==> src/inc/sbc_defines.vh <==
// register offsets, field positions, mode codes, reset values, page limit and wait counter width
`ifndef SBC_DEFINES_VH
`define SBC_DEFINES_VH
`define SBC_ADDR_BUS_CS      16'hff00
`define SBC_ADDR_STACK_PAGE  16'hff01
`define SBC_ADDR_WAIT_CLK    16'hff02
`define SBC_BUS_MODE_HI      7
`define SBC_BUS_MODE_LO      6
`define SBC_CS_SIZE_HI       5
`define SBC_CS_SIZE_LO       4
`define SBC_RELEASE_BIT      7
`define SBC_WAIT_HI          6
`define SBC_WAIT_LO          4
`define SBC_CLK_SRC_BIT      3
`define SBC_HS_OSC_BIT       2
`define SBC_VDC_HI           1
`define SBC_VDC_LO           0
`define SBC_MODE_SINGLE      2'h0
`define SBC_MODE_64K         2'h1
`define SBC_MODE_512K_MIN    2'h2
`define SBC_MODE_512K_MAX    2'h3
`define SBC_RST_CS_INT       8'h30
`define SBC_RST_CS_EXT_LOW   6'h31
`define SBC_RST_PAGE         8'h00
`define SBC_RST_WAIT_CLK     8'h00
`define SBC_PAGE_MAX         8'h27
`define SBC_WAIT_CNT_W       4
`endif

==> src/sbc_wait_gen.v <==
// wait-state counter for external accesses
`timescale 1ns/1ps
module sbc_wait_gen (
  input  wire       clk_i,
  input  wire       rst_i,
  input  wire [2:0] wait_code_i,
  input  wire       ext_start_i,
  output reg        ext_busy_o
);
  `include "sbc_defines.vh"
  reg [`SBC_WAIT_CNT_W-1:0] cnt;
  // 3-bit code maps to 2 states per step
  wire [`SBC_WAIT_CNT_W-1:0] load = {wait_code_i, 1'b0};
  always @(posedge clk_i) begin
    if (rst_i) begin
      cnt        <= 4'h0;
      ext_busy_o <= 1'b0;
    end else if (ext_start_i && !ext_busy_o && load != 4'h0) begin
      cnt        <= load - 4'h1;
      ext_busy_o <= 1'b1;
    end else if (ext_busy_o) begin
      if (cnt == 4'h0) begin
        ext_busy_o <= 1'b0;
      end else begin
        cnt <= cnt - 4'h1;
      end
    end
  end
endmodule

==> src/sbc_regs.v <==
// system controller and bus control register bank with wishbone slave
//
// The implementer's own choice: the Wishbone slave port.
`timescale 1ns/1ps
module sbc_regs #(
  parameter       EXT_PROGRAM  = 1'b0,
  parameter [1:0] EXT_BUS_MODE = 2'h1
) (
  input  wire        clk_i,
  input  wire        rst_i,
  input  wire        cyc_i,
  input  wire        stb_i,
  input  wire        we_i,
  input  wire [15:0] adr_i,
  input  wire [7:0]  dat_i,
  input  wire        sel_i,
  output reg  [7:0]  dat_o,
  output reg         ack_o,
  input  wire [3:0]  port_data_i,
  input  wire [3:0]  port_hiz_i,
  input  wire [18:0] ext_addr_i,
  input  wire        ext_start_i,
  input  wire        shared_input_pin_request_i,
  input  wire        bus_grant_req_i,
  input  wire        port_grant_pin_data_i,
  output reg  [3:0]  chip_select_port_pins_o,
  output reg  [3:0]  chip_select_port_pins_oe_n_o,
  output reg         shared_output_pin_grant_o,
  output reg         bus_request_o,
  output reg         port_request_pin_o,
  output reg         irq_enable_o,
  output reg  [1:0]  bus_mode_o,
  output reg  [7:0]  stack_page_o,
  output reg         cpu_clock_source_select_o,
  output reg         high_speed_oscillator_on_o,
  output reg  [1:0]  core_voltage_mode_o,
  output reg         ext_busy_o
);
  `include "sbc_defines.vh"
  // ----------------------------------------
  // helpers
  // ----------------------------------------
  function [7:0] clamp_page;
    input [1:0] mode;
    input [7:0] page;
    begin
      if (mode != `SBC_MODE_512K_MAX) begin
        clamp_page = 8'h00;
      end else if (page > `SBC_PAGE_MAX) begin
        clamp_page = `SBC_PAGE_MAX;
      end else begin
        clamp_page = page;
      end
    end
  endfunction
  // select active for address in an area, given mode and size
  function cs_hit;
    input [1:0]  mode;
    input [1:0]  size;
    input [1:0]  idx;
    input [18:0] a;
    begin
      case (mode)
        `SBC_MODE_SINGLE: cs_hit = 1'b0;
        `SBC_MODE_64K: begin
          case (size)
            2'h3:    cs_hit = (idx == 2'h0);
            2'h2:    cs_hit = (a[15] == idx[0]) && !idx[1];
            2'h1:    cs_hit = (a[15:14] == idx);
            default: cs_hit = (a[14:13] == idx);
          endcase
        end
        default: cs_hit = (a[18:17] == idx);
      endcase
    end
  endfunction
  // ----------------------------------------
  // address decode
  // ----------------------------------------
  // one-hot hit: bit 0 mode/select, bit 1 stack page, bit 2 wait/clock
  // unmapped addresses read zero and ignore writes
  function [2:0] reg_hit;
    input [15:0] a;
    begin
      case (a)
        `SBC_ADDR_BUS_CS:     reg_hit = 3'b001;
        `SBC_ADDR_STACK_PAGE: reg_hit = 3'b010;
        `SBC_ADDR_WAIT_CLK:   reg_hit = 3'b100;
        default:              reg_hit = 3'b000;
      endcase
    end
  endfunction
  // ----------------------------------------
  // reset values
  // ----------------------------------------
  // external program makes select 0 live from the first edge after reset release
  wire [7:0] rst_cs = EXT_PROGRAM ? {EXT_BUS_MODE, `SBC_RST_CS_EXT_LOW}
                                  : `SBC_RST_CS_INT;
  // ----------------------------------------
  // bus access
  // ----------------------------------------
  wire       acc     = cyc_i && stb_i && !ack_o;
  wire       wr      = acc && we_i && sel_i;
  wire [2:0] hit     = reg_hit(adr_i);
  wire       wr_cs   = wr && hit[0];
  wire       wr_page = wr && hit[1];
  wire       wr_wait = wr && hit[2];
  // ----------------------------------------
  // registers
  // ----------------------------------------
  reg  [7:0] bus_cs_ctl;
  reg  [7:0] page_reg;
  reg  [7:0] wait_ctl;
  reg        wrote_cs;
  reg        wrote_page;
  reg        rst_d;
  wire [1:0] mode = bus_cs_ctl[`SBC_BUS_MODE_HI:`SBC_BUS_MODE_LO];
  wire [1:0] size = bus_cs_ctl[`SBC_CS_SIZE_HI:`SBC_CS_SIZE_LO];
  wire       rel  = wait_ctl[`SBC_RELEASE_BIT];
  // mode/select: option value lands one edge after release
  always @(posedge clk_i) begin
    if (rst_i) begin
      bus_cs_ctl <= `SBC_RST_CS_INT;
      rst_d      <= 1'b1;
    end else begin
      rst_d <= 1'b0;
      if (wr_cs) begin
        bus_cs_ctl <= dat_i;
      end else if (rst_d) begin
        bus_cs_ctl <= rst_cs;
      end
    end
  end
  // ----------------------------------------
  // stack page
  // ----------------------------------------
  // clamped against the mode in force at write time, not re-clamped later
  always @(posedge clk_i) begin
    if (rst_i) begin
      page_reg <= `SBC_RST_PAGE;
    end else if (wr_page) begin
      page_reg <= clamp_page(mode, dat_i);
    end
  end
  // ----------------------------------------
  // wait, clock and power
  // ----------------------------------------
  always @(posedge clk_i) begin
    if (rst_i) begin
      wait_ctl <= `SBC_RST_WAIT_CLK;
    end else if (wr_wait) begin
      wait_ctl <= dat_i;
    end
  end
  // ----------------------------------------
  // first-write tracking
  // ----------------------------------------
  // sticky until reset; any value counts as a write
  always @(posedge clk_i) begin
    if (rst_i) begin
      wrote_cs   <= 1'b0;
      wrote_page <= 1'b0;
    end else begin
      if (wr_cs) begin
        wrote_cs <= 1'b1;
      end
      if (wr_page) begin
        wrote_page <= 1'b1;
      end
    end
  end
  // ----------------------------------------
  // wishbone answer
  // ----------------------------------------
  // one-cycle ack; the next request is only taken after it drops
  always @(posedge clk_i) begin
    if (rst_i) begin
      ack_o <= 1'b0;
      dat_o <= 8'h00;
    end else begin
      ack_o <= acc;
      case (hit)
        3'b001:  dat_o <= bus_cs_ctl;
        3'b010:  dat_o <= page_reg;
        3'b100:  dat_o <= wait_ctl;
        default: dat_o <= 8'h00;
      endcase
    end
  end
  // ----------------------------------------
  // chip-select pins
  // ----------------------------------------
  // an enabled select owns its pin whatever the port or its float control says
  genvar i;
  generate
    for (i = 0; i < 4; i = i + 1) begin : g_cs
      localparam [1:0] IDX = i;
      // single chip keeps the pins as dc port outputs
      wire cs_on  = bus_cs_ctl[i] && (mode != `SBC_MODE_SINGLE);
      wire cs_sel = ext_start_i && cs_hit(mode, size, IDX, ext_addr_i);
      always @(posedge clk_i) begin
        if (rst_i) begin
          chip_select_port_pins_o[i]      <= 1'b1;
          chip_select_port_pins_oe_n_o[i] <= 1'b1;
        end else if (cs_on) begin
          // active-low select, hiz control ignored
          chip_select_port_pins_o[i]      <= !cs_sel;
          chip_select_port_pins_oe_n_o[i] <= 1'b0;
        end else begin
          chip_select_port_pins_o[i]      <= port_data_i[i];
          chip_select_port_pins_oe_n_o[i] <= port_hiz_i[i];
        end
      end
    end
  endgenerate
  // ----------------------------------------
  // bus release pins
  // ----------------------------------------
  // grant pin is active low when used as bus grant
  always @(posedge clk_i) begin
    if (rst_i) begin
      shared_output_pin_grant_o <= 1'b0;
      bus_request_o             <= 1'b0;
      port_request_pin_o        <= 1'b0;
    end else if (rel) begin
      shared_output_pin_grant_o <= !bus_grant_req_i;
      bus_request_o             <= !shared_input_pin_request_i;
      port_request_pin_o        <= 1'b1;
    end else begin
      shared_output_pin_grant_o <= port_grant_pin_data_i;
      bus_request_o             <= 1'b0;
      port_request_pin_o        <= shared_input_pin_request_i;
    end
  end
  // ----------------------------------------
  // interrupt hold-off
  // ----------------------------------------
  // even the non-maskable source waits for both first writes
  always @(posedge clk_i) begin
    if (rst_i) begin
      irq_enable_o <= 1'b0;
    end else begin
      irq_enable_o <= wrote_cs && wrote_page;
    end
  end
  // ----------------------------------------
  // control copies
  // ----------------------------------------
  always @(posedge clk_i) begin
    if (rst_i) begin
      bus_mode_o   <= 2'h0;
      stack_page_o <= 8'h00;
    end else begin
      bus_mode_o   <= mode;
      stack_page_o <= page_reg;
    end
  end
  // ----------------------------------------
  // clock and supply settings
  // ----------------------------------------
  // only passed on; switching the clock or supply is done outside
  always @(posedge clk_i) begin
    if (rst_i) begin
      cpu_clock_source_select_o  <= 1'b0;
      high_speed_oscillator_on_o <= 1'b0;
      core_voltage_mode_o        <= 2'h0;
    end else begin
      cpu_clock_source_select_o  <= wait_ctl[`SBC_CLK_SRC_BIT];
      high_speed_oscillator_on_o <= wait_ctl[`SBC_HS_OSC_BIT];
      core_voltage_mode_o        <= wait_ctl[`SBC_VDC_HI:`SBC_VDC_LO];
    end
  end
  // ----------------------------------------
  // wait states
  // ----------------------------------------
  // single chip has no external access, so no wait states
  wire busy;
  wire ext_go = ext_start_i && (mode != `SBC_MODE_SINGLE);
  sbc_wait_gen u_wait (
    .clk_i       (clk_i),
    .rst_i       (rst_i),
    .wait_code_i (wait_ctl[`SBC_WAIT_HI:`SBC_WAIT_LO]),
    .ext_start_i (ext_go),
    .ext_busy_o  (busy)
  );
  always @(posedge clk_i) begin
    if (rst_i) begin
      ext_busy_o <= 1'b0;
    end else begin
      ext_busy_o <= busy;
    end
  end
endmodule

==> config.mk <==
export PLATFORM = sky130hd
export DESIGN_NAME = sbc_regs
export DESIGN_NICKNAME = d
export VERILOG_FILES = /design/src/sbc_wait_gen.v /design/src/sbc_regs.v
export VERILOG_INCLUDE_DIRS = /design/src /design/src/inc
export SDC_FILE = /design/constraint.sdc
export NUM_CORES = 1
export LEC_CHECK = 0
export ABC_AREA = 1
export BUFFER_PORTS_ARGS = -buffer_cell sky130_fd_sc_hd__buf_2
export CORE_MARGIN = 1.5
export CORE_UTILIZATION = 47
export CTS_BUF_LIST = sky130_fd_sc_hd__clkbuf_8
export CTS_CLUSTER_DIAMETER = 100
export DETAILED_ROUTE_END_ITERATION = 16
export PLACE_DENSITY = 0.78
export SLEW_MARGIN = 20
export SYNTH_ARGS = -nofsm -noshare
export SYNTH_HDL_FRONTEND = slang
export SYNTH_SLANG_ARGS = --single-unit
==> constraint.sdc <==
create_clock -name clk_i -period 1.1 [get_ports clk_i]
set_input_delay 0 -clock clk_i [delete_from_list [all_inputs] [get_ports clk_i]]
set_output_delay 0 -clock clk_i [all_outputs]
set_load 0.005 [all_outputs]
# Word level (Yosys, flattened, before mapping)
# Index checks and enable logic that the tools add are counted.
classes:
  addsub: 2
  magnitude_cmp: 1
  n_eq_ne: 21
  muxes: 31
  bitwise_logic: 2
  reduce_logical: 39
op_table:
  columns: ["cell", "count"]
  rows:
  - ["$eq A16 B16 Y1 const B", 3]
  - ["$mux W8", 4]
  - ["$pmux W8 S3", 1]
  - ["$logic_and A1 B1 Y1", 19]
  - ["$eq A2 B2 Y1 const B", 8]
  - ["$mux W1", 14]
  - ["$mux W4", 3]
  - ["$pmux W1 S2", 6]
  - ["$eq A2 B1 Y1 const B", 5]
  - ["$pmux W3 S3", 1]
  - ["$gt A8 B6 Y1 const B", 1]
  - ["$logic_not A1 Y1", 8]
  - ["$logic_not A2 Y1", 4]
  - ["$sub A4 B1 Y4 const B", 2]
  - ["$pmux W1 S3", 2]
  - ["$reduce_bool A2 Y1", 3]
  - ["$logic_not A4 Y1", 1]
  - ["$reduce_bool A4 Y1", 1]
  - ["$reduce_or A2 Y1", 2]
  - ["$eq A3 B1 Y1 const B", 1]
  - ["$eq A3 B2 Y1 const B", 1]
  - ["$eq A3 B3 Y1 const B", 1]
  - ["$ne A2 B1 Y1 const B", 1]
  - ["$ne A2 B2 Y1 const B", 1]
  - ["2 further kinds", 3]
totals:
  register_bits: 68
  in_bits: 61
  out_inout_bits: 36
  elab_cells: 124

# Depth between registers and ports, before layout
depth:
  depth_word: 7
  mapped_depth: 10
  ltp_nobuf: 10

# Modules after synthesis
# Synthesis repeated with hierarchy kept, for this count alone.
unflattened:
  cells_unflattened: 420
  hier_area_um2: 3065.4
by_module_without_submodules:
  columns: ["mod", "n_inst", "cells_per_inst", "area_per_inst_um2", "seq_area_each_um2"]
  rows:
  - ["sbc_regs", 1, 364, 2702.6, 1261.2]
  - ["sbc_wait_gen", 1, 56, 362.8, 100.1]

# Worst setup path before layout
# No wires, ideal clock.
synth_timing:
  kind: "reg-to-reg"
  startpoint: "reg ack_o"
  endpoint: "reg bus_cs_ctl[6]"
  setup_ps: 112
  t_arrival_ps: 1110
  required_time_ps: 988
  path_slack_ps: -122
  path_stages_with_launch: 8
  n_path_buf: 0
  period_less_slack_ps: 1222
  path_cell_list: "dfxtp_1 -> nand3b_1 -> nor2_4 -> nand3_4 -> nand2_2 -> inv_2 -> nand2_1 -> nand2_1"
synth_between:
  elab_chain_len: 6
  word_cells_on_any_way: 7
  cone_classes: "mux (1); reduce/logical (6)"
synth_lines:
  columns: ["element", "line", "text"]
  rows:
  - ["start: declaration", "sbc_regs.v:18", "output reg ack_o,"]
  - ["start signal: assignment", "sbc_regs.v:178", "ack_o <= 1'b0;"]
  - ["start signal: assignment", "sbc_regs.v:181", "ack_o <= acc;"]
  - ["$logic_not A1 Y1 *", "sbc_regs.v:102", "wire acc = cyc_i && stb_i && !ack_o;"]
  - ["$logic_and A1 B1 Y1 *", "sbc_regs.v:102", null]
  - ["$logic_and A1 B1 Y1 * (2 in series)", "sbc_regs.v:103", "wire wr = acc && we_i && sel_i;"]
  - ["$logic_and A1 B1 Y1 *", "sbc_regs.v:105", "wire wr_cs = wr && hit[0];"]
  - ["$mux W8 or $reduce_bool A2 Y1 (tied branches)", null, null]
  - ["end signal: assignment", "sbc_regs.v:123", "bus_cs_ctl <= `SBC_RST_CS_INT;"]
  - ["end signal: assignment", "sbc_regs.v:128", "bus_cs_ctl <= dat_i;"]
  - ["end signal: assignment", "sbc_regs.v:130", "bus_cs_ctl <= rst_cs;"]
  - ["end: declaration", "sbc_regs.v:111", "reg [7:0] bus_cs_ctl;"]
# Every way passes the cells marked *; elsewhere a longest branch is shown, timed or not.
# A chain may end at the register's enable or synchronous reset.

# Worst setup path after layout
layout_timing:
  startpoint: "reg ack_o"
  endpoint: "reg page_reg[3]"
layout_between:
  elab_chain_len: 5
layout_lines:
  columns: ["element", "line", "text"]
  rows:
  - ["$logic_not A1 Y1", "sbc_regs.v:102", null]
  - ["$logic_and A1 B1 Y1", "sbc_regs.v:102", null]
  - ["$logic_and A1 B1 Y1 (2 in series)", "sbc_regs.v:103", null]
  - ["$logic_and A1 B1 Y1", "sbc_regs.v:106", "wire wr_page = wr && hit[1];"]
  - ["end signal: assignment", "sbc_regs.v:140", "page_reg <= `SBC_RST_PAGE;"]
  - ["end signal: assignment", "sbc_regs.v:142", "page_reg <= clamp_page(mode, dat_i);"]
  - ["end: declaration", "sbc_regs.v:112", "reg [7:0] page_reg;"]
# No other way between the ends.

==> summary.txt <==
Drt
  – Drt first pass iters: 4
  – Vias/cell: 4.88
  – DRC: 0
  – Via count: around 3100
  – Initial DRC count: approximately 210
  – Post-route antenna net violation count: 0
  – Final WL: 8570 um
  – Wirelength per Cell: between 10 and 15 um

Layout
  – Storage cell area: between 1000 and 1500 sq um
  – Share of cells above drive strength 1: around two fifths
  – Nets@finish: 620
  – Area Growth Syn to Fin: 49.2%
  – Area of the multi-input gates: between 1500 and 2000 sq um
  – Fill count: ~440
  – Antenna diodes: 0

STA
  – Worst Slack Setup Final: -255 ps
  – Fmax: around 740 MHz
  – Final setup viols: 30
  – Final Cycle Share: 123%
  – Max-slew headroom: between 80% and 90%
  – Setup TNS: -4580 ps
  – Final Critical Period: around 1400 ps
  – Final Hold Violating Endpoints: 0
  – RSZ-0062 raised after global routing: true
  – Slew Limit Fails: 0
  – Clock Skew: 11.3 ps
  – Slew @ Worst Pin: between 200 and 300 ps

Clock network
  – CTS Buf Count: 9
  – Root Buffer Master: clkbuf_8
  – CTS tree: yes
  – H-tree depth: 3
  – Clock buffer depth: 2
  – Clock sink count: just under 70
  – Clk slew on worst S/H paths: approximately 70 ps
  – Worst-Skew Late Latency: 340 ps

Power and ir drop
  – Overall Power: slightly below 5000 uW
  – Power per cell area: 1130 nW/um^2
  – Worst vdd rail ir drop: about 1200 uV
  – P_leak: 0.00230 uW

Placement
  – Hpwl dp: 5510 um
  – Placer congestion estimate: roughly 0.85
  – # port buffers: 82

Floorplanning
  – Die Ht: approximately 82 um
  – Core footprint: about 6000 sq um
  – Starting density of the core: 49.2%
  – Num rows: 28
  – Die width: just over 80 um
  – Ports: 97
  – Die area: just under 7000 sq um

Worst setup path
  – Worst EP required: between 1000 and 1500 ps
  – Startpoint types: flop
  – Crit-path max FO: 6
  – CP arrival: 1570 ps
  – CP Capture Type: flop
  – Crit Path Category: flop to flop

Synth
  – Yosys top cell area share: between 40 and 50%
  – Post-synthesis cell count: between 400 and 500
  – Post-Syn Nets: 475
  – Syn. warnings: 0
  – Synth cell types: 27
  – Netlist Area Pre-Place: between 2000 and 3000 sq um
  – Synth top area cells: dfxtp_1 (46%), nand2_1 (15%), nand3_1 (8.7%), inv_1 (7.6%), nor2_1 (5.7%)
  – Synthesized area per cell: ~7.2 sq um
  – Sequential area share after synthesis: between 40% and 50%
  – Area leader, netlist: dfxtp_1
  – Synthesized flop and latch total: between 60 and 70

Outcome
  – Status: finished with violations
  – Violated checks: negative setup slack

Global routing
  – Maximum number of pins on one net before global-route repair: 34
  – Grt total ovfl: 0
  – Total track usage: 25.2%
  – Vias in the first global route: between 2000 and 3000
  – First-pass GRT wire length: about 13000 um
  – Antenna violations before repair: 0

Worst hold path
  – Min-Delay Path Class: input port to flop

Flow run
  – Max_cap viols: 0
[worst paths after layout]
check                                               from  cells after the start                                     to  slack [ps]
worst max-delay path                    ack_o$_SDFF_PP0_                      7               page_reg[3]$_SDFFE_PP0P_        -260
worst min-delay path                      ext_addr_i[18]                      6  chip_select_port_pins_o[3]$_SDFF_PP1_          70
worst max register to register          ack_o$_SDFF_PP0_                      7               page_reg[3]$_SDFFE_PP0P_        -260
worst min register to register  page_reg[2]$_SDFFE_PP0P_                      2             stack_page_o[2]$_SDFF_PP0_         450
[report_power, final]
part           leakage (uW)  total [uW]  switching, uW  internal (uW)
Combinational       0.00164         379            191            188
Sequential         0.000554        2480           5.96           2480
Clock              0.000107        2100            946           1160
Total               0.00230        4960           1140           3820
[metal layers]
metal  global-route usage (%)  routed length (um)
met1                     31.2                3520
met4                     10.8                 223
met3                     4.07                 617
met5                        0                   0
met2                     43.0                4200
[placed cells by master (no fill, tap or decap), types with 5 or more instances in the layout]
master	count
nor2_1	35
dfxtp_2	6
nand3_2	7
nand2_4	6
a21oi_2	5
buf_2	82
nor2_4	8
clkbuf_8	11
inv_1	52
a21oi_1	9
nand3_1	46
inv_2	10
dlygate4sd3_1	21
nand2_1	105
nand2_2	9
o21ai_1	8
nor2_2	9
buf_4	35
dfxtp_1	60
[cell usage after synthesis (all sizes together)]
| library cell | count |
|---|---|
| a21oi | 14 |
| and2 | 1 |
| buf | 9 |
| clkbuf | 1 |
| dfxtp | 68 |
| ha | 3 |
| inv | 64 |
| nand2 | 120 |
| nand3 | 55 |
| nand3b | 1 |
| nand4 | 1 |
| nor2 | 54 |
| nor3 | 4 |
| o21ai | 13 |
| xor2 | 3 |
[repair_timing]
| action | in CTS | in global routing |
|---|---|---|
| setup buffers | 4 | 4 |
| gates cloned | 0 | 2 |
| endpoints found under the setup margin | 34 | 37 |
| pin swaps | 9 | 21 |
| hold endpoints to repair | 28 | 0 |
| hold buffers | 21 | 0 |
| resized for setup | 23 | 51 |
[layout make-up]
cell class	instances	area share, %
clock inverter	5	1.17
multi-input combinational	270	34.2
sequential	68	31.3
timing repair buffer	143	22.1
tap	75	2.13
inverter	64	5.63
clock buffer	11	3.44
[worst max-delay path: stages, from the launching register on]
cell and delay (ps):
dfxtp_2 320, nand3b_1 220, nor2_4 130, buf_12 130, buf_4 110, nand3_4 120
nand2_2 120, a21oi_1 80
[through the flow]
step                setup slack [ps]  utilization, %  hold slack [ps]  std cells  cell area, sq um
floorplan                       -118               -             27.7        411              2970
global placement                -161            61.1              182        589              3660
detailed placement              -217            61.1              189        589              3660
CTS                             -190            69.9             64.0        630              4190
global route                    -291            73.4              101        636              4400
finish                          -255            73.4             73.4        636              4400
[cell families (layout without fill, tap and decap cells)]
kind of cell    Yosys count  count (layout)  share of synthesized area [%]
buf+inv                  74             223                           10.0
compound gates           27              27                           4.58
simple gates            236             237                           37.1
xor+xnor                  3               3                          0.892
flops                    68              68                           46.2
fa+ha+maj                 3               3                           1.27
No activity file was read; power rests on OpenSTA's default activity.
